## src/include/acbc_pkg.sv

```systemverilog
// constants, types and decoders shared by the converter control block
package acbc_pkg;
    localparam logic [1:0] ADDR_RESULT = 2'h0;
    localparam logic [1:0] ADDR_CONFIG = 2'h1;
    localparam logic [1:0] ADDR_LOWER = 2'h2;
    localparam logic [1:0] ADDR_UPPER = 2'h3;

    localparam int CFG_START = 15;
    localparam int CFG_GAIN_LO = 9;
    localparam int CFG_MODE = 8;
    localparam int CFG_STYLE = 4;
    localparam int CFG_POL = 3;
    localparam int CFG_LATCH = 2;
    localparam int CFG_QUE_LO = 0;

    localparam logic [1:0] QUE_ONE = 2'h0;
    localparam logic [1:0] QUE_TWO = 2'h1;
    localparam logic [1:0] QUE_FOUR = 2'h2;
    localparam logic [1:0] QUE_OFF = 2'h3;

    localparam logic RST_MODE = 1'h1;
    localparam logic RST_POL = 1'h0;
    localparam logic RST_STYLE = 1'h0;
    localparam logic RST_LATCH = 1'h0;
    localparam logic [2:0] RST_GAIN = 3'h2;
    localparam logic [1:0] RST_QUE = QUE_OFF;
    localparam logic [15:0] RST_UPPER = 16'h7ff0;
    localparam logic [15:0] RST_LOWER = 16'h8000;
    localparam logic [3:0] RES_PAD = 4'h0;

    // all sequencing counts oscillator ticks, never mclk cycles
    localparam int OSC_KHZ = 1000;
    localparam int PWRUP_US = 25;
    localparam int RDY_US = 8;
    localparam int CONV_US = 300;
    localparam logic [9:0] PWRUP_TICKS = 10'(PWRUP_US * OSC_KHZ / 1000);
    localparam logic [9:0] CONV_TICKS = 10'(CONV_US * OSC_KHZ / 1000);
    localparam logic [3:0] RDY_TICKS = 4'(RDY_US * OSC_KHZ / 1000);

    typedef enum logic [1:0] {
        ST_IDLE = 2'b00,
        ST_PWRUP = 2'b01,
        ST_CONV = 2'b10
    } acbc_state_t;

    // step size in microvolts: full scale over 2048 codes
    function automatic logic [11:0] gain_lsb_uv(input logic [2:0] g);
        case (g)
            3'h0: gain_lsb_uv = 12'hbb8;
            3'h1: gain_lsb_uv = 12'h7d0;
            3'h2: gain_lsb_uv = 12'h3e8;
            3'h3: gain_lsb_uv = 12'h1f4;
            3'h4: gain_lsb_uv = 12'h0fa;
            default: gain_lsb_uv = 12'h07d;
        endcase
    endfunction
endpackage

```

## src/include/acbc_cmp_if.sv

```systemverilog
// link between sequencer and threshold comparator
`timescale 1ns/100ps
interface acbc_cmp_if;
    logic eval;
    logic [15:0] result;
    logic [15:0] upper;
    logic [15:0] lower;
    logic style;
    logic latch;
    logic [1:0] que;
    logic clear;
    logic trip;
    logic high;
    modport ctrl (output eval, result, upper, lower, style, latch, que, clear,
        input trip, high);
    modport cmp (input eval, result, upper, lower, style, latch, que, clear,
        output trip, high);
endinterface

```

## src/verilog/acbc_osc_sync.sv

```systemverilog
// oscillator input synchroniser and rising-edge tick
`timescale 1ns/100ps
module acbc_osc_sync
(
    input wire logic mclk,
    input wire logic rst_n,
    input wire logic ce,
    input wire logic osc_in,
    output logic tick
);
    typedef struct packed {
        logic [2:0] sync;
        logic lvl;
    } acbc_sync_t;

    acbc_sync_t r;
    acbc_sync_t n;

    // sync[0] only feeds sync[1]; a level counts once sync[1] and sync[2] agree
    always_comb
    begin
        n = r;
        tick = 1'b0;
        n.sync = {r.sync[1:0], osc_in};
        if (r.sync[1] == r.sync[2] && r.sync[2] != r.lvl)
        begin
            n.lvl = r.sync[2];
            tick = ce & r.sync[2];
        end
    end

    always_ff @(posedge mclk)
    begin
        if (!rst_n)
            r <= '0;
        else if (ce)
            r <= n;
    end
endmodule // acbc_osc_sync

```

## src/verilog/acbc_comp.sv

```systemverilog
// threshold comparator with queue count and latch
`timescale 1ns/100ps
module acbc_comp
    import acbc_pkg::*;
(
    input wire logic mclk,
    input wire logic rst_n,
    input wire logic ce,
    acbc_cmp_if.cmp cb
);
    typedef struct packed {
        logic [2:0] cnt;
        logic act;
        logic high;
    } acbc_cmp_t;

    acbc_cmp_t r;
    acbc_cmp_t n;
    logic above;
    logic below;
    logic beyond;
    logic [2:0] tally;
    logic [2:0] need;

    always_comb
    begin
        n = r;
        above = $signed(cb.result) > $signed(cb.upper);
        below = $signed(cb.result) < $signed(cb.lower);
        beyond = cb.style ? (above | below) : above;
        tally = (r.cnt == 3'h7) ? r.cnt : r.cnt + 3'h1;
        case (cb.que)
            QUE_ONE: need = 3'h1;
            QUE_TWO: need = 3'h2;
            QUE_FOUR: need = 3'h4;
            default: need = 3'h7;
        endcase
        if (cb.clear)
            n.act = 1'b0;
        // a fresh violation in the clearing cycle still sets
        if (cb.eval)
        begin
            if (beyond)
            begin
                n.cnt = tally;
                if (tally >= need)
                begin
                    n.act = 1'b1;
                    n.high = above;
                end
            end
            else
            begin
                n.cnt = 3'h0;
                if (!cb.latch && (cb.style || below))
                    n.act = 1'b0;
            end
        end
        if (cb.que == QUE_OFF)
            n = '0;
    end

    always_ff @(posedge mclk)
    begin
        if (!rst_n)
            r <= '0;
        else if (ce)
            r <= n;
    end

    assign cb.trip = r.act;
    assign cb.high = r.high;
endmodule // acbc_comp

```

## src/verilog/acbc_ctrl.sv

```systemverilog
// conversion sequencer, register file and alert pin control
// Functional notes
// gain_range_sel picks one of six ranges, 6.144 V down to 0.256 V.
// step size is full scale over 2048, 0.125 mV at smallest range.
// all conversion timing counts ticks of the 1 MHz oscillator.
// traditional style asserts above upper_limit, releases only below lower_limit.
// window style asserts when result is above upper or below lower.
// latched alert holds until result is read or alert response won.
// alert_polarity sets active level; active low after reset.
// alert after 1, 2 or 4 successive violations; code 11 disables.
// upper top bit 1, lower top bit 0, queue not 11: ready function.
// continuous mode with ready function gives 8 us pulse per conversion.
// single-shot ready with polarity 0 drives pin low at conversion end.
// cleared latch reasserts on later violation; clearing never disturbs conversion.
// alert pin is open drain and stays released while comparator disabled.
// master sends alert response address; alerting devices return their address.
// lowest address wins; only winner clears; master repeats until all clear.
// window style status bit is 1 for upper, 0 for lower violation.
// reset loads configuration defaults then sits powered down, logic awake.
// general call reset acts exactly like the power-up reset.
// mode bit 1 is single-shot and default; 0 is continuous.
// start write powers up in about 25 us, clears bit, converts once.
// start write during a conversion is ignored.
// continuous mode stores each result and starts the next at once.
// general call second byte 00000110 resets registers and powers down.
// comparator and queue evaluated once per result, signed, both limits.
`timescale 1ns/100ps
module acbc_ctrl
    import acbc_pkg::*;
(
    input wire logic mclk,
    input wire logic rst_n,
    input wire logic ce,
    input wire logic osc_in,
    input wire logic [1:0] addr,
    input wire logic [15:0] wdata,
    input wire logic wr,
    input wire logic rd,
    output logic [15:0] rdata,
    input wire logic [11:0] adc_code,
    output logic [2:0] gain_sel,
    output logic [11:0] lsb_uv,
    output logic powered,
    output logic conv_run,
    input wire logic gcall_reset,
    input wire logic ara_req,
    input wire logic ara_won,
    output logic ara_ack,
    output logic ara_status,
    input wire logic alert_i,
    output logic alert_o,
    output logic alert_oe
);
    typedef struct packed {
        acbc_state_t st;
        logic [9:0] cnt;
        logic mode;
        logic [2:0] gain;
        logic style;
        logic pol;
        logic latch;
        logic [1:0] que;
        logic [15:0] upper;
        logic [15:0] lower;
        logic [15:0] result;
        logic [15:0] rdata;
        logic rdy;
        logic [3:0] rdy_cnt;
    } acbc_ctrl_t;

    localparam acbc_ctrl_t CTRL_RST = '{
        st: ST_IDLE,
        cnt: '0,
        mode: RST_MODE,
        gain: RST_GAIN,
        style: RST_STYLE,
        pol: RST_POL,
        latch: RST_LATCH,
        que: RST_QUE,
        upper: RST_UPPER,
        lower: RST_LOWER,
        result: '0,
        rdata: '0,
        rdy: 1'b0,
        rdy_cnt: '0
    };

    acbc_ctrl_t r;
    acbc_ctrl_t n;
    logic tick;
    logic done;
    logic start;
    logic rdy_mode;
    logic act;
    logic busy;

    acbc_cmp_if cb ();

    function automatic logic hit(input logic strobe, input logic [1:0] a,
        input logic [1:0] target);
        hit = strobe && (a == target);
    endfunction

    acbc_osc_sync u_sync (
        .mclk(mclk),
        .rst_n(rst_n),
        .ce(ce),
        .osc_in(osc_in),
        .tick(tick)
    );

    acbc_comp u_comp (
        .mclk(mclk),
        .rst_n(rst_n),
        .ce(ce),
        .cb(cb)
    );

    assign busy = (r.st != ST_IDLE);
    assign rdy_mode = r.upper[15] && !r.lower[15] && (r.que != QUE_OFF);

    always_comb
    begin
        n = r;
        done = 1'b0;
        // a start only counts from power-down in single-shot mode
        start = hit(wr, addr, ADDR_CONFIG) && wdata[CFG_START]
            && wdata[CFG_MODE] && !busy;

        if (hit(wr, addr, ADDR_CONFIG))
        begin
            n.gain = wdata[CFG_GAIN_LO +: 3];
            n.mode = wdata[CFG_MODE];
            n.style = wdata[CFG_STYLE];
            n.pol = wdata[CFG_POL];
            n.latch = wdata[CFG_LATCH];
            n.que = wdata[CFG_QUE_LO +: 2];
        end
        if (hit(wr, addr, ADDR_UPPER))
            n.upper = wdata;
        if (hit(wr, addr, ADDR_LOWER))
            n.lower = wdata;

        case (r.st)
            ST_IDLE:
            begin
                if (start || !r.mode)
                begin
                    n.st = ST_PWRUP;
                    n.cnt = PWRUP_TICKS - 10'h1;
                    n.rdy = 1'b0;
                end
            end
            ST_PWRUP:
            begin
                if (tick)
                begin
                    if (r.cnt == 10'h0)
                    begin
                        n.st = ST_CONV;
                        n.cnt = CONV_TICKS - 10'h1;
                    end
                    else
                        n.cnt = r.cnt - 10'h1;
                end
            end
            ST_CONV:
            begin
                if (tick)
                begin
                    if (r.cnt == 10'h0)
                    begin
                        done = 1'b1;
                        n.result = {adc_code, RES_PAD};
                        n.cnt = CONV_TICKS - 10'h1;
                        // single-shot drops back to power-down
                        n.st = r.mode ? ST_IDLE : ST_CONV;
                    end
                    else
                        n.cnt = r.cnt - 10'h1;
                end
            end
            default:
                n.st = ST_IDLE;
        endcase

        // continuous ready is a timed pulse; single-shot holds until next start
        if (r.rdy && !r.mode && tick)
        begin
            if (r.rdy_cnt <= 4'h1)
                n.rdy = 1'b0;
            else
                n.rdy_cnt = r.rdy_cnt - 4'h1;
        end
        if (done && rdy_mode)
        begin
            n.rdy = 1'b1;
            n.rdy_cnt = RDY_TICKS;
        end

        if (rd)
        begin
            case (addr)
                ADDR_RESULT: n.rdata = r.result;
                ADDR_CONFIG:
                begin
                    n.rdata = '0;
                    n.rdata[CFG_START] = !busy;
                    n.rdata[CFG_GAIN_LO +: 3] = r.gain;
                    n.rdata[CFG_MODE] = r.mode;
                    n.rdata[CFG_STYLE] = r.style;
                    n.rdata[CFG_POL] = r.pol;
                    n.rdata[CFG_LATCH] = r.latch;
                    n.rdata[CFG_QUE_LO +: 2] = r.que;
                end
                ADDR_LOWER: n.rdata = r.lower;
                default: n.rdata = r.upper;
            endcase
        end

        if (gcall_reset)
            n = CTRL_RST;
    end

    always_ff @(posedge mclk)
    begin
        if (!rst_n)
            r <= CTRL_RST;
        else if (ce)
            r <= n;
    end

    // comparator sees each result once, in the cycle it is stored
    assign cb.eval = done && !gcall_reset;
    assign cb.result = {adc_code, RES_PAD};
    assign cb.upper = r.upper;
    assign cb.lower = r.lower;
    assign cb.style = r.style;
    assign cb.latch = r.latch;
    assign cb.que = r.que;
    // clearing touches only the comparator, never the sequencer
    assign cb.clear = hit(rd, addr, ADDR_RESULT) || ara_won || gcall_reset;

    assign act = rdy_mode ? r.rdy : cb.trip;
    // drive low only; disabled comparator leaves the line released
    assign alert_oe = (r.que != QUE_OFF) && (act ^ r.pol);
    assign alert_o = 1'b0;

    // answering is ready-mode blind: only a real comparator alert answers
    assign ara_ack = ara_req && cb.trip && !rdy_mode;
    assign ara_status = cb.high;

    assign rdata = r.rdata;
    assign gain_sel = r.gain;
    assign lsb_uv = gain_lsb_uv(r.gain);
    assign powered = busy;
    assign conv_run = (r.st == ST_CONV);
endmodule // acbc_ctrl

```

## config.mk

```make
export PLATFORM = sky130hd
export DESIGN_NAME = acbc_ctrl
export DESIGN_NICKNAME = d
export VERILOG_FILES = /design/src/include/acbc_pkg.sv /design/src/include/acbc_cmp_if.sv /design/src/verilog/acbc_osc_sync.sv /design/src/verilog/acbc_comp.sv /design/src/verilog/acbc_ctrl.sv
export SDC_FILE = /design/constraint.sdc
export NUM_CORES = 1
export LEC_CHECK = 0
export ABC_CLOCK_PERIOD_IN_PS = 2200
export BUFFER_PORTS_ARGS = -buffer_cell sky130_fd_sc_hd__buf_2
export CAP_MARGIN = 0
export CORE_ASPECT_RATIO = 0.5
export CORE_MARGIN = 2
export CORE_UTILIZATION = 45
export CTS_CLUSTER_SIZE = 28
export DETAILED_ROUTE_END_ITERATION = 16
export PLACE_DENSITY = 0.77
export RECOVER_POWER = 50
export REMOVE_ABC_BUFFERS = 1
export SYNTH_ARGS = -nofsm -noshare
export SYNTH_HDL_FRONTEND = slang
export SYNTH_SLANG_ARGS = --single-unit
```

## constraint.sdc

```tcl
create_clock -name mclk -period 2.2 [get_ports mclk]
set_input_delay 0.55 -clock mclk [delete_from_list [all_inputs] [get_ports mclk]]
set_output_delay 0.55 -clock mclk [all_outputs]
set_load 0.02 [all_outputs]
```

# After elaboration in Yosys (flattened, before gate mapping)
# Index checks and enable logic that the tools add are counted.
[totals]
register_bits = 99
out_inout_bits = 37
input_bits = 40
word_cells = 148
[classes]
bitwise = 3
reduce_logical = 57
n_lt_le_gt_ge = 4
add_sub_neg = 3
n_eq_ne = 22
mux = 40
[op_table]
columns = ["op", "n"]
rows = [
  ["$mux W16", 6],
  ["$mux W90", 1],
  ["$pmux W12 S5", 1],
  ["$pmux W16 S3", 1],
  ["$mux W12", 3],
  ["$pmux W10 S3", 1],
  ["$reduce_bool A2 Y1", 11],
  ["$mux W5", 4],
  ["$logic_and A1 B1 Y1", 18],
  ["$gt A16 B16 Y1", 1],
  ["$lt A16 B16 Y1", 1],
  ["$mux W1", 12],
  ["$reduce_and A2 Y1", 6],
  ["$eq A2 B2 Y1 const B", 5],
  ["$logic_not A10 Y1", 1],
  ["$mux W10", 1],
  ["$sub A10 B1 Y10 const B", 1],
  ["$mux W9", 1],
  ["$ne A3 B3 Y1 const B", 3],
  ["$pmux W3 S3", 1],
  ["$mux W2", 4],
  ["$mux W4", 2],
  ["$reduce_and A4 Y1", 2],
  ["$eq A2 B1 Y1 const B", 3],
  ["26 further kinds", 39],
]

# Depth between registers and ports, before layout
# Gate-level depths: netlist of run 1.
[depth]
word_depth = 12
mapped_depth = 10
depth_no_buf = 10

# Modules after synthesis
# A second synthesis of run 1 with hierarchy kept.
[unflattened]
hier_cells = 643
hier_area_um2 = 5540.3
[by_module_without_submodules]
columns = ["module", "seq_area_each_um2", "n_inst", "cells_each", "area_each_um2"]
rows = [
  ["acbc_ctrl", 1721.7, 1, 467, 4149.0],
  ["acbc_comp", 100.1, 1, 158, 1217.4],
  ["acbc_osc_sync", 80.1, 1, 18, 173.9],
]

# Worst setup path after synthesis of run 1
# OpenSTA, ideal clock, no wires.
[synth_timing]
path_kind = "register to register"
startpoint = "reg r[88] (netlist bit)"
endpoint = "reg r[86] (netlist bit)"
path_slack_ns = 0.004
path_stages_with_launch = 10
n_path_buf = 1
t_arrival_ns = 2.120
period_less_slack_ns = 2.196
required_ns = 2.124
setup_time_ns = 0.076
path_cell_list = "dfxtp_1 -> inv_1 -> ha_1 -> or2_2 -> mux2i_1 -> nor2_1 -> o21ai_1 -> clkbuf_1 -> or4b_1 -> a21boi_0"
[synth_between]
word_cells_on_any_way = 14
classes_between = "eq/ne (5); mux (2); reduce/logical (7)"
[synth_rtl]
columns = ["element", "line_no", "source"]
rows = [
  ["start, declared", "acbc_ctrl.sv:88", "acbc_ctrl_t r;"],
  ["start signal, assigned", "acbc_ctrl.sv:230", "r <= n;"],
  ["$eq A2 B2 Y1 *", "--", ""],
  ["named net conv_run", "acbc_ctrl.sv:44", "output logic conv_run,"],
  ["$ne A3 B1 Y1 (no source line), or another cell as far along", "--", ""],
  ["$reduce_and A5 Y1 (no source line) / $mux W90 (equally long branches)", "--", ""],
]
# The timed path passes the listed nets; every way through them passes the cells marked *.
# A chain may end at the register's enable or synchronous reset.

# Final worst setup path of run 1
[layout_timing]
startpoint = "reg r (netlist bit cb.upper[13])"
endpoint = "reg u_comp.r (netlist bit u_comp.cb.trip)"
[layout_between]
elab_chain_cells = 6
[layout_rtl]
columns = ["element", "line_no", "source"]
rows = [
  ["$gt A16 B16 Y1 *", "acbc_comp.sv:28", "above = $signed(cb.result) > $signed(cb.upper);"],
  ["$or A1 B1 Y1", "acbc_comp.sv:30", "beyond = cb.style ? (above | below) : above;"],
  ["$mux W1 *", "acbc_comp.sv:30", ""],
  ["$mux W4 *", "acbc_comp.sv:43", "if (beyond)"],
  ["$mux W5 *", "acbc_comp.sv:41", "if (cb.eval)"],
  ["$mux W5 *", "acbc_comp.sv:59", "if (cb.que == QUE_OFF)"],
  ["end signal, assigned", "acbc_comp.sv:68", "r <= n;"],
  ["end, declared", "acbc_comp.sv:17", "acbc_cmp_t r;"],
]
# Mark *: on every way between the ends. The rest lies on a longest branch, timed or not. The select of a mux whose other input is x is not followed.

==> impl.org, run 1 <==
** Run status
- The run finished with clean final reports.

** Logic synthesis
- The synthesized design devotes to its leading area cell type 34.3% of total area.
- Async SR Flop Fraction :: 0%
- Synth Register Bits :: 95
- Summed instance area of the synthesized netlist :: ~5500 µm²
- Count leader, synth :: sky130_fd_sc_hd__dfxtp_1
- Most frequently used flop master after synthesis :: sky130_fd_sc_hd__dfxtp_1
- Dividing the synthesized area by the synthesized cell count gives ~8.3 µm².
- sky130_fd_sc_hd__dfxtp_1 takes more of the synthesized area than any other cell.
- Cell types with the highest counts after synthesis :: sky130_fd_sc_hd__dfxtp_1, sky130_fd_sc_hd__nand2_1, sky130_fd_sc_hd__inv_1, sky130_fd_sc_hd__o21ai_0, sky130_fd_sc_hd__ha_1
- Synthesis produced around 670 cells.
- Yosys mapped a number of flops with a built-in enable equal to 0.
- Synth area leaders :: sky130_fd_sc_hd__dfxtp_1, sky130_fd_sc_hd__ha_1, sky130_fd_sc_hd__nand2_1, sky130_fd_sc_hd__a22oi_1, sky130_fd_sc_hd__nor2b_1
- Number of distinct library cells after synthesis :: ~60
- Synth warn :: 0
- Sequential fraction of the synthesis area :: between 30% and 40%

** STA
- Clock skew on the completed layout was measured at slightly below 0.007 ns.
- Timing would allow up to approximately 460 MHz.
- Worst max-slew margin expressed relative to the limit :: about two fifths
- Slew at the pin closest to its max-slew limit :: between 0.8 and 0.9 ns
- Final min period :: about 2.2 ns
- Minimum hold slack :: ~0.46 ns
- Final Cycle Share :: between 90% and 100%
- RSZ-0062 raised after global routing :: yes
- Final setup violation count :: 0
- The number of hold violations in the final report is 0.
- Setup slack closes at approximately 0.049 ns.
- Pins Over Slew Limit :: 0

** Global route
- Entering global routing, the biggest net connects 35 pins.
- In the global route stage, met1 resource usage came out at about a third.
- Global Route met3 Usage :: 5.24%
- The initial antenna violation count is 0.
- Global routing finished with a remaining overflow of 0.
- Most used routing layer in global routing :: met2
- The via count of the first global-routing pass came to approximately 5,100.
- Global routing consumed, on the met2 layer, between 30% and 40% of the routing resources.
- Global routing used between 20% and 30% of the available tracks across all layers.
- The first global-routing pass estimated around 25 mm of wire.

** Clocking
- CTS Buf Count :: 9
- Clock latency on the worst-skew pair, taken at its later pin, is about 0.35 ns.
- TritonCTS built the clock tree.
- Sink Count :: 95
- Worst-case clock buffer depth :: 2
- Clock-pin slew on the worst setup and hold paths :: around 0.06 ns
- In this run, post-CTS hold repair placed 0 buffers.
- Total number of H-tree levels :: 3
- Clock tree synthesis selected as its root buffer the cell sky130_fd_sc_hd__clkbuf_16.

** Drt
- For this run, design rule violations remaining after detail routing come to 0.
- Dividing the detail-routed via count by the number of cells gives ~5.7.
- In the final routed layout, each cell accounts on average for ~17 µm.
- The first TritonRoute pass finished after 5 iterations.
- Final WL :: 15.8 mm
- The routed layout has 5,304 vias.
- Count of antenna-violating nets left after detailed routing :: 0
- Iteration-0 DRC count of the detailed router :: 309

** Setup path
- Among all stages on the critical path, the largest delay is contributed by sky130_fd_sc_hd__a221o_1.
- Path depth of the worst reg2reg path :: 8
- For this run, the slowest stage of the critical path takes between 0.4 and 0.5 ns.
- The worst setup path is captured at a flip-flop.
- Startpoint-to-endpoint class of the critical path :: reg2reg
- For the worst setup path, the data required time is around 2.4 ns.
- Count of buffer and inverter cells on the critical path :: 1
- STA puts the critical path data arrival time at between 2 and 2.5 ns.
- In this design, the largest share of critical-path delay is due to compound AO/OA/AOI/OAI gates.
- Along the worst path, the maximum fanout reaches 5.
- Number of gates on the worst path with buffers counted :: 8
- The worst setup path is launched from a flip-flop.
- Critical path cell sequence :: inv_1 > ha_1 > nand4_1 > nor3_1 > a221o_1 > o21a_2 > nand3b_1 > a211o_1

** Power and ir drop
- In this run the power density over the cells is roughly 550 nW/µm².
- Combinational cells account for 13.5% of the total power.
- Summed over all cells, the static leakage comes to around 0.0028 µW.
- Clk pwr share :: roughly 40%
- In this run the power spent charging and discharging nets is about 960 µW.
- Internal power comes to 2730 µW.
- Power share of the sequential group :: about 48%
- Worst vdd ir :: ~320 µV
- In this run switching power makes up a little over a quarter of total power.

** Floorplanning
- The die covers around 13,000 µm².
- Chip width :: approximately 160 µm
- After floorplanning, the core was divided into 28 placement rows.
- The core region is 11,900 µm².
- For this design the top-level I/O count stands at just under 80.
- Initial Utilization :: 46.6%
- Height of the die :: between 80 and 90 µm

** Cells and area
- Share of final-layout standard cells stronger than drive strength 1 :: a little under a quarter
- Compared with the post-synthesis result, the final layout area differs by 21.0%.
- After the last flow step, the layout net total stands at approximately 840.
- Design Area, Final :: approximately 6700 µm²
- Filler Cell Count :: approximately 1,100
- Total inserted antenna cells :: 0

** Worst hold path
- Cell depth of the worst hold path :: 3
- Hold WC Path Type :: in2reg

** Place
- GP Congestion :: around 0.9
- Port buffering added 74 buffers.
- OpenSTA, run right after detailed placement, puts the worst setup slack at -0.224 ns.
- Instance area after placement :: between 6000 and 7000 µm²
- Placed wire-length estimate after detailed placement :: ~11 mm

** Run
- Number of maximum-capacitance constraint violations :: 0
[placed cells by master, fill, tap and decap left out, drive strengths merged, types with 5 or more instances in the layout]
cell type / count
a21boi: 25
a21oi: 20
a22oi: 34
a32oi: 9
and2: 12
and3: 5
buf: 115
clkbuf: 40
dfxtp: 95
ha: 37
inv: 50
mux2i: 6
mux4: 6
nand2: 78
nand3: 6
nand4: 6
nand4b: 12
nor2: 30
nor2b: 36
nor3: 13
o21a: 5
o21ai: 44
o22ai: 16
or3: 8
[layout make-up]
| class | count | area [µm²] | area share, % |
|---|---|---|---|
| Timing Repair Buffer | 144 | 867 | 12.9 |
| Multi-Input combinational cell | 466 | 3270 | 48.7 |
| Tap cell | 165 | 206 | 3.07 |
| Clock inverter | 4 | 22.5 | 0.335 |
| Clock buffer | 11 | 243 | 3.62 |
| Inverter | 50 | 188 | 2.80 |
| Sequential cell | 95 | 1920 | 28.6 |
[metal layers]
layer | wire [µm] | up-vias
li1 | - | 2568
met2 | 7260 | 200
met3 | 1110 | 27
met4 | 232 | 0
met5 | 0 | -
met1 | 7240 | 2509
[kinds of logic after synthesis]
kind of cell,synth area share (%)
and+or+nand+nor,22.0
buffers and inverters,8.57
muxes,4.33
DFF,34.3
adders and majority gates,8.35
xor gates and xnor gates,0.316
AOI/OAI and AO/OA,22.0
other,0.0676
[worst paths after layout]
kind,end,slack (ns),start
setup / recovery,u_comp.cb.trip$_SDFFE_PN0P_,0.05,cb.upper[13]$_SDFFE_PN1P_
hold / removal,cb.upper[5]$_SDFFE_PN1P_,0.46,wdata[5]
setup reg to reg,u_comp.cb.trip$_SDFFE_PN0P_,0.05,cb.upper[13]$_SDFFE_PN1P_
hold reg to reg,r[33]$_SDFFE_PN0P_,0.47,r[33]$_SDFFE_PN0P_
[power groups by stage]
stage	clock [µW]	sequential (µW)	combinational, µW
floorplan	0	1800	204
global placement	0	1790	460
detailed placement	0	1790	469
CTS	1460	1760	472
global route	1540	1750	539
finish	1440	1750	499
[worst reg2reg max path: stages (launching register included)]
cell and delay (ns):
sky130_fd_sc_hd__dfxtp_1 0.37, sky130_fd_sc_hd__inv_1 0.06, sky130_fd_sc_hd__ha_1 0.29, sky130_fd_sc_hd__nand4_1 0.11
sky130_fd_sc_hd__nor3_1 0.09, sky130_fd_sc_hd__a221o_1 0.41, sky130_fd_sc_hd__o21a_2 0.28, sky130_fd_sc_hd__nand3b_1 0.17
sky130_fd_sc_hd__a211o_1 0.26
[flip-flops by register name, indices dropped and copies added (netlist names)]
| name | cells |
|---|---|
| cb.latch | 1 |
| cb.lower | 16 |
| cb.que | 2 |
| cb.style | 1 |
| cb.upper | 16 |
| gain_sel | 3 |
| r | 31 |
| rdata | 16 |
| u_comp.cb.high | 1 |
| u_comp.cb.trip | 1 |
| u_comp.r | 3 |
| u_sync.n | 2 |
| u_sync.r | 2 |
[metrics by stage]
stage / TNS (ns) / std cells / power, µW / utilization, %
3_5_place_dp: -0.817 / 912 / 2260 / 53.1
4_1_cts: 0 / 927 / 3690 / 55.4
2_1_floorplan: -4.87 / 611 / 2000 / -
5_1_grt: -0.0400 / 935 / 3830 / 56.4
6_report: 0 / 935 / 3690 / 56.4
3_3_place_gp: -0.519 / 912 / 2250 / 53.1
[what timing repair did]
item | CTS | global route
buffers inserted | 0 | 8
pin swaps | 1 | 12
resized for setup | 5 | 35
endpoints found under the setup margin | 6 | 15
No activity file was read; power rests on OpenSTA's default activity.
==> run 2, diff against run 1 <==
--- a/config.mk
+++ b/config.mk
@@ -9,10 +9,11 @@
 export BUFFER_PORTS_ARGS = -buffer_cell sky130_fd_sc_hd__buf_2
 export CAP_MARGIN = 0
 export CORE_ASPECT_RATIO = 0.5
-export CORE_MARGIN = 2
 export CORE_UTILIZATION = 45
+export CTS_BUF_LIST = sky130_fd_sc_hd__clkbuf_4
 export CTS_CLUSTER_SIZE = 28
 export DETAILED_ROUTE_END_ITERATION = 16
+export GPL_TIMING_DRIVEN = 0
 export PLACE_DENSITY = 0.77
 export RECOVER_POWER = 50
 export REMOVE_ABC_BUFFERS = 1
==> run 2 against run 1 <==
- sequential share of layout area is 1.8 points higher
- clock power is 39% lower
- highest routed layer unchanged
- combinational power is 9.8% lower
- global-route usage is 1.5 points lower
==> impl.org, run 2 (synthesis results as in run 1) <==
** Floorplanning
- Top-Level Pins :: slightly below 80
- Initial Utilization :: between 40% and 50%
- Chip width :: between 150 and 200 µm
- Row generation in the floorplan step produced 28 rows.
- Die area :: around 13,000 µm²
- Height of the die :: 80.5 µm
- The core region is between 10,000 and 15,000 µm².

** Cells and area
- For this run, the post-layout net count is approximately 790.
- After routing the design area is between 6000 and 7000 µm².
- In the final layout, the share of cells above drive strength 1 is around a quarter.
- Leaving out fill and tap cells, the most frequent cell in the layout is sky130_fd_sc_hd__dfxtp_1.
- Register ranked first by flip-flop count :: r
- Max FFs per register :: 31
- Top library cells by usage in the layout, fill and taps aside :: sky130_fd_sc_hd__dfxtp_1, sky130_fd_sc_hd__nand2_1, sky130_fd_sc_hd__buf_2
- Utilization of the core after routing :: a little over half
- Filler Cell Count :: around 1,100
- Area Growth Syn to Fin :: 14.0%

** Clocking
- In this run the number of H-tree levels came out at 3.
- CTS Buf Count :: 9
- Clock latency at the later pin of the worst-skew pair :: 0.46 ns
- Clock tree from TritonCTS :: done
- Clock-pin slew on the worst setup and hold paths :: around 0.15 ns
- Buffers inserted to repair hold after CTS numbered 0.
- Worst-case clock buffer depth :: 2
- Root buffer cell :: sky130_fd_sc_hd__clkbuf_4
- Counting every sink on the clock net gives 95.

** STA
- Final Cycle Share :: a little over nine tenths
- Minimum hold slack :: 0.343 ns
- Worst max-slew margin expressed relative to the limit :: between 30% and 40%
- Setup violations remaining at the end of the flow were counted as 0.
- For the final routed database, the setup TNS stands at 0 ns.
- RSZ-0062 raised after global routing :: yes
- Final hold viol count :: 0
- Setup skew after layout :: about 0.026 ns
- Pins Over Slew Limit :: 0
- The worst path in the final design needs a cycle of roughly 2.2 ns, including I/O delays and setup.
- For the pin with the worst max-slew slack, the measured transition is about 0.94 ns.
- Maximum clock frequency :: approximately 460 MHz

** Drt
- Dividing the detail-routed wire length by the instance count gives between 15 and 20 µm.
- Via-to-Cell Ratio :: ~5.7
- Final WL :: between 10 and 15 mm
- The detailed router finished its first iteration with between 400 and 500 violations.
- Vias post-DR :: slightly above 5,000
- Count of antenna-violating nets left after detailed routing :: 0
- Pre-antenna DRT Iters :: 5
- For this run, design rule violations remaining after detail routing come to 0.

** Place
- Routability-driven placement finished with a final weighted congestion of approximately 0.86.
- Once placement finished, the instance area stood at ~5900 µm².
- Buffers placed on the I/O ports in this run total between 70 and 80.
- The wire-length estimate of the detail-placed layout is 9.94 mm.

** Worst hold path
- The worst hold path begins at wdata[5].
- Hold WC Path Type :: in2reg

** Setup path
- STA classifies the critical path startpoint as a primary input.
- Tracing the worst setup path back leads to its startpoint at ce.
- By startpoint and endpoint, the worst setup path is classified as in2reg.
- At the worst endpoint, the required time is around 2.6 ns.
- Reg-to-Reg Start :: r[78]$_SDFFE_PN0P_
- Nature of the critical path endpoint :: flip-flop
- CP Max Fanout :: 31
- The setup check on the worst reg-to-reg path leaves a slack of approximately 0.029 ns.
- Data arrival at the endpoint of the critical path :: between 2 and 3 ns

** Power and ir drop
- Worst vdd ir :: about 230 µV
- Power density relative to cell area :: approximately 490 nW/µm²
- For this design the static power due to leakage is approximately 0.0026 µW.
- Design Power :: 3090 µW

** Global route
- Antenna violations before repair :: 1
- Pin count of the biggest net entering global routing :: 96
- Number of global-route vias before repair :: roughly 4,600
- The first global-routing pass estimated ~23 mm of wire.
- In the global route stage, overall resource usage came out at 22.7%.
- After global routing the overflow that remains totals 0.

** Run
- Across the run, the number of max-cap violations was 0.

** Run status
- The run finished with clean final reports.
-- run 2: cell count changes in the layout (fill, tap and decap cells not counted), sizes merged --
cell and delta:
clkinvlp +2, buf -25, clkbuf -26, diode +1
o21ai +1, clkinv -3, inv +1
-- run 2: what timing repair did --
action	CTS	global route
gates cloned	1	0
gates resized for setup	26	33
endpoints found under the setup margin	78	59
setup buffers	7	10
endpoints found under the hold margin	0	0
pin swaps	4	10
-- run 2: critical path, stage by stage --
cell,delay [ns]
sky130_fd_sc_hd__buf_4,0.24
sky130_fd_sc_hd__and4b_1,0.35
sky130_fd_sc_hd__nand2_1,0.25
sky130_fd_sc_hd__nor3_4,0.06
sky130_fd_sc_hd__buf_4,0.15
sky130_fd_sc_hd__or3_1,0.37
sky130_fd_sc_hd__or4_1,0.41
sky130_fd_sc_hd__a21boi_1,0.14
-- run 2: cell type report --
type / instances / area (µm²) / share of cell area [%]
Multi-Input combinational cell: 467 / 3360 / 53.2
Sequential cell: 95 / 1920 / 30.4
Antenna cell: 1 / 2.50 / 0.0396
Timing Repair Buffer: 92 / 519 / 8.21
Tap cell: 165 / 206 / 3.27
Inverter: 50 / 188 / 2.97
Clock inverter: 4 / 31.3 / 0.495
Clock buffer: 12 / 90.1 / 1.42
-- run 2: through the flow --
| step | setup WS [ns] | std cells |
|---|---|---|
| after detailed placement | -1.45 | 851 |
| final | 0.0286 | 886 |
| after global placement | -2.06 | 850 |
| after CTS | -0.0341 | 875 |
| after floorplan | -0.174 | 611 |
| after global routing | -0.0800 | 886 |
-- run 2: per-layer routing --
metal  routed length [µm]  global-route usage (%)  vias to the layer above
met5                    0                       0                        -
met4                  254                    6.35                        0
met3                  988                    5.37                       25
met2                 6750                    37.3                      163
met1                 6820                    29.8                     2420
li1                     -                       -                     2466
-- run 2: worst paths after layout --
check,end,cells past startpoint
setup / recovery,r[2]$_SDFFE_PN0P_,8
hold / removal,cb.upper[5]$_SDFFE_PN1P_,3
setup reg to reg,r[2]$_SDFFE_PN0P_,8
hold reg to reg,r[31]$_SDFFE_PN0P_,2
-- run 2: power by group --
group          switching [µW]  internal, µW
clock network             606           275
registers                17.5          1740
logic                     281           169
==> run 3, diff against run 2 <==
--- a/config.mk
+++ b/config.mk
@@ -5,7 +5,7 @@
 export SDC_FILE = /design/constraint.sdc
 export NUM_CORES = 1
 export LEC_CHECK = 0
-export ABC_CLOCK_PERIOD_IN_PS = 2200
+export ABC_CLOCK_PERIOD_IN_PS = 2100
 export BUFFER_PORTS_ARGS = -buffer_cell sky130_fd_sc_hd__buf_2
 export CAP_MARGIN = 0
 export CORE_ASPECT_RATIO = 0.5
@@ -14,7 +14,7 @@
 export CTS_CLUSTER_SIZE = 28
 export DETAILED_ROUTE_END_ITERATION = 16
 export GPL_TIMING_DRIVEN = 0
-export PLACE_DENSITY = 0.77
+export PLACE_DENSITY = 0.75
 export RECOVER_POWER = 50
 export REMOVE_ABC_BUFFERS = 1
 export SYNTH_ARGS = -nofsm -noshare
==> constraint.sdc (replaced) <==
create_clock -name mclk -period 2.1 [get_ports mclk]
set_input_delay 0.525 -clock mclk [delete_from_list [all_inputs] [get_ports mclk]]
set_output_delay 0.525 -clock mclk [all_outputs]
set_load 0.02 [all_outputs]
==> run 3 against run 2 <==
- first-iteration DRC count is 26% higher
- clock-buffer cell count is 3 lower
- power is 8.2% higher
- setup slack worse by 0.040 ns
- final cell count is 1.2% higher
- the run now ends with negative setup slack left
- clock power is 16% higher
==> impl.org, run 3 (synthesis results as in run 1) <==
** Run status
- Result of the run :: finished, violations left
- The checks that failed: negative setup slack.

** Cells and area
- Area Growth Syn to Fin :: 17.7%
- After the flow finishes, the layout carries non-filler instances totaling 897.
- Max FFs per register :: 31
- Filler Cell Count :: approximately 1,100
- Utilization of the core after routing :: around 55%
- r holds more flip-flops than any other register.
- The final layout contains 803 nets.
- The top cell types in the final layout, fill and taps aside, are sky130_fd_sc_hd__dfxtp_1, sky130_fd_sc_hd__nand2_1, sky130_fd_sc_hd__buf_2.
- The library cell used most frequently in the layout, excluding fill and tap cells, is sky130_fd_sc_hd__dfxtp_1.
- The post-route netlist has 24.4% of its cells at a drive strength greater than 1.

** STA
- Setup skew after layout :: between 0.01 and 0.015 ns
- Post-layout worst setup margin :: -0.0111 ns
- Final Cycle Share :: 101%
- Final min period :: ~2.1 ns
- RSZ-0062 raised after global routing :: yes
- Pins Over Slew Limit :: 0
- Final setup violation count :: 1
- Timing would allow up to about 470 MHz.
- Slew at the pin closest to its max-slew limit :: 1.01 ns
- The number of hold violations in the final report was 0.
- Worst max-slew margin expressed relative to the limit :: about a third

** Floorplanning
- Height of the die :: between 80 and 90 µm
- Pin placement for this block handled 77 I/O pins.
- The die covers between 10,000 and 15,000 µm².
- Core Area :: about 12,000 µm²
- Site row count :: 28
- The die is 159 µm wide.
- The initial utilization of the core area, before any placement, comes to between 40% and 50%.

** Place
- Port buffering added 74 buffers.
- The number of placed instances, taps included, is between 800 and 900.
- Detailed placement ended at an HPWL of between 9 and 10 mm.
- Routability-driven placement finished with a final weighted congestion of about 0.85.

** Setup path
- The worst setup path is captured at a flip-flop.
- The setup path with the least slack is of type reg2reg.
- The endpoint identified for the worst register-to-register timing path is u_comp.cb.trip$_SDFFE_PN0P_.
- Data arrival at the endpoint of the critical path :: ~2.5 ns
- Reg-to-Reg Start :: cb.upper[15]$_SDFFE_PN0P_
- CP Max Fanout :: 3
- At the worst endpoint, the required time is about 2.5 ns.
- For the worst flop-to-flop path, the logic depth is 8.
- Startpoint type of the worst setup path :: flip-flop
- Across all register-to-register paths, the minimum setup slack is -0.01 ns.

** Worst hold path
- The startpoint identified for the worst hold timing path is wdata[12].
- Hold WC Path Type :: in2reg
- Worst hold path endpoint :: cb.upper[12]$_SDFFE_PN1P_
- Cell depth of the worst hold path :: 3

** Drt
- In the routed layout, each cell is associated on average with a via count of between 5 and 6.
- For this run, design rule violations remaining after detail routing come to 0.
- The detail route stage leaves a number of antenna-violating nets equal to 0.
- In this run, the number of DRC markers left after iteration 0 of detailed routing was between 500 and 600.
- Pre-antenna DRT Iters :: 5
- Vias post-DR :: approximately 5,200
- Wires add up to about 15 mm.
- In the final routed layout, each cell accounts on average for between 15 and 20 µm.

** Power and ir drop
- Cell leakage power :: approximately 0.0026 µW
- Net switching is between 20 and 30% of the power.
- Internal Power :: approximately 2400 µW
- The share of total power dissipated in the clock network is a little under a third.
- In this run, the combinational gates consume 14.4% of the power.
- Across the VDD grid, the largest voltage drop is 297 µV.
- Sequential cells burn 55.0% of the power.
- Net switching power of the design :: a little under 1000 µW
- Power density relative to cell area :: approximately 500 nW/µm²

** Clocking
- Root buffer cell :: sky130_fd_sc_hd__clkbuf_4
- Total number of H-tree levels :: 3
- Clock tree from TritonCTS :: done
- The number of hold buffers added after CTS was 0.
- Clock-pin slew was measured on the worst setup and hold paths at approximately 0.15 ns.
- No sink is reached through more buffers than the 2 on the longest clock path.
- CTS saw 95 sinks.
- Clock latency at the later pin of the worst-skew pair :: ~0.47 ns
- CTS Buf Count :: 9

** Global route
- The via count of the first global-routing pass is around 4,500.
- The initial antenna violation count came to 1.
- First-pass GRT wire length :: 23.0 mm
- Grt total ovfl :: 0
- Entering global routing, the biggest net connects 96 pins.
- Global routing used a little under a quarter of the available tracks.

** Run
- Number of maximum-capacitance constraint violations :: 0
## run 3: per-stage QoR
step	setup WS [ns]	hold slack, ns	total power, µW	instance area, µm²	TNS, ns
final	-0.0111	0.293	3340	6530	-0.0111
after global routing	-0.0618	0.265	3490	6530	-0.407
after CTS	-0.0236	0.272	3330	6280	-0.0345
after detailed placement	-1.48	0.466	2290	5870	-78.41
after global placement	-2.46	0.449	2280	5840	-108.78
after floorplan	-0.249	0.438	2100	5260	-8.35
## run 3: power by group through the flow
| stage | sequential (µW) | combinational [µW] | clock [µW] |
|---|---|---|---|
| floorplan | 1880 | 214 | 0 |
| global placement | 1880 | 403 | 0 |
| detailed placement | 1880 | 415 | 0 |
| CTS | 1840 | 456 | 1040 |
| global route | 1840 | 518 | 1140 |
| finish | 1840 | 480 | 1020 |
## run 3: per-layer routing
metal,track usage (%),vias up,share of wire [%]
met3,4.96,27,8.2
li1,-,2490,-
met2,37.6,207,46
met4,7.79,0,1.8
met5,0,-,0
met1,30.0,2474,43
## run 3: how the worst max path moves through the flow
stage / from / end / slack (ns) / cells past startpoint
floorplan: ce / cb.lower[15]$_SDFFE_PN1P_ / -0.25 / 4
global placement: ce / cb.lower[15]$_SDFFE_PN1P_ / -2.46 / 5
detailed placement: ce / cb.upper[14]$_SDFFE_PN1P_ / -1.48 / 6
CTS: cb.que[1]$_SDFFE_PN1P_ / ara_ack / -0.02 / 5
global route: r[88]$_SDFFE_PN0P_ / r[86]$_SDFFE_PN0P_ / -0.06 / 8
finish: cb.upper[15]$_SDFFE_PN0P_ / u_comp.cb.trip$_SDFFE_PN0P_ / -0.01 / 8
## run 3: area by class of cell
type,instances,area [µm²],area share (%)
Clock buffer,9,67.6,1.04
Multi-Input combinational cell,467,3460,53.0
Clock inverter,7,72.6,1.11
Inverter,50,195,2.99
Sequential cell,95,1930,29.5
Antenna cell,1,2.50,0.0383
Tap cell,165,206,3.16
Timing Repair Buffer,103,597,9.14
## run 3: timing repair
action	in CTS	in global routing
buffers inserted	14	12
pin swaps	13	23
resized for setup	49	52
gates cloned	1	0
endpoints found under the setup margin	83	34
## run 3: critical path, cell delays in order (launching register included)
cell                       delay, ns
sky130_fd_sc_hd__dfxtp_2        0.39
sky130_fd_sc_hd__inv_2          0.06
sky130_fd_sc_hd__ha_4           0.27
sky130_fd_sc_hd__inv_2          0.03
sky130_fd_sc_hd__or3_1          0.30
sky130_fd_sc_hd__a221o_1        0.34
sky130_fd_sc_hd__o21a_1         0.22
sky130_fd_sc_hd__nand3b_1       0.16
sky130_fd_sc_hd__a211o_1        0.26
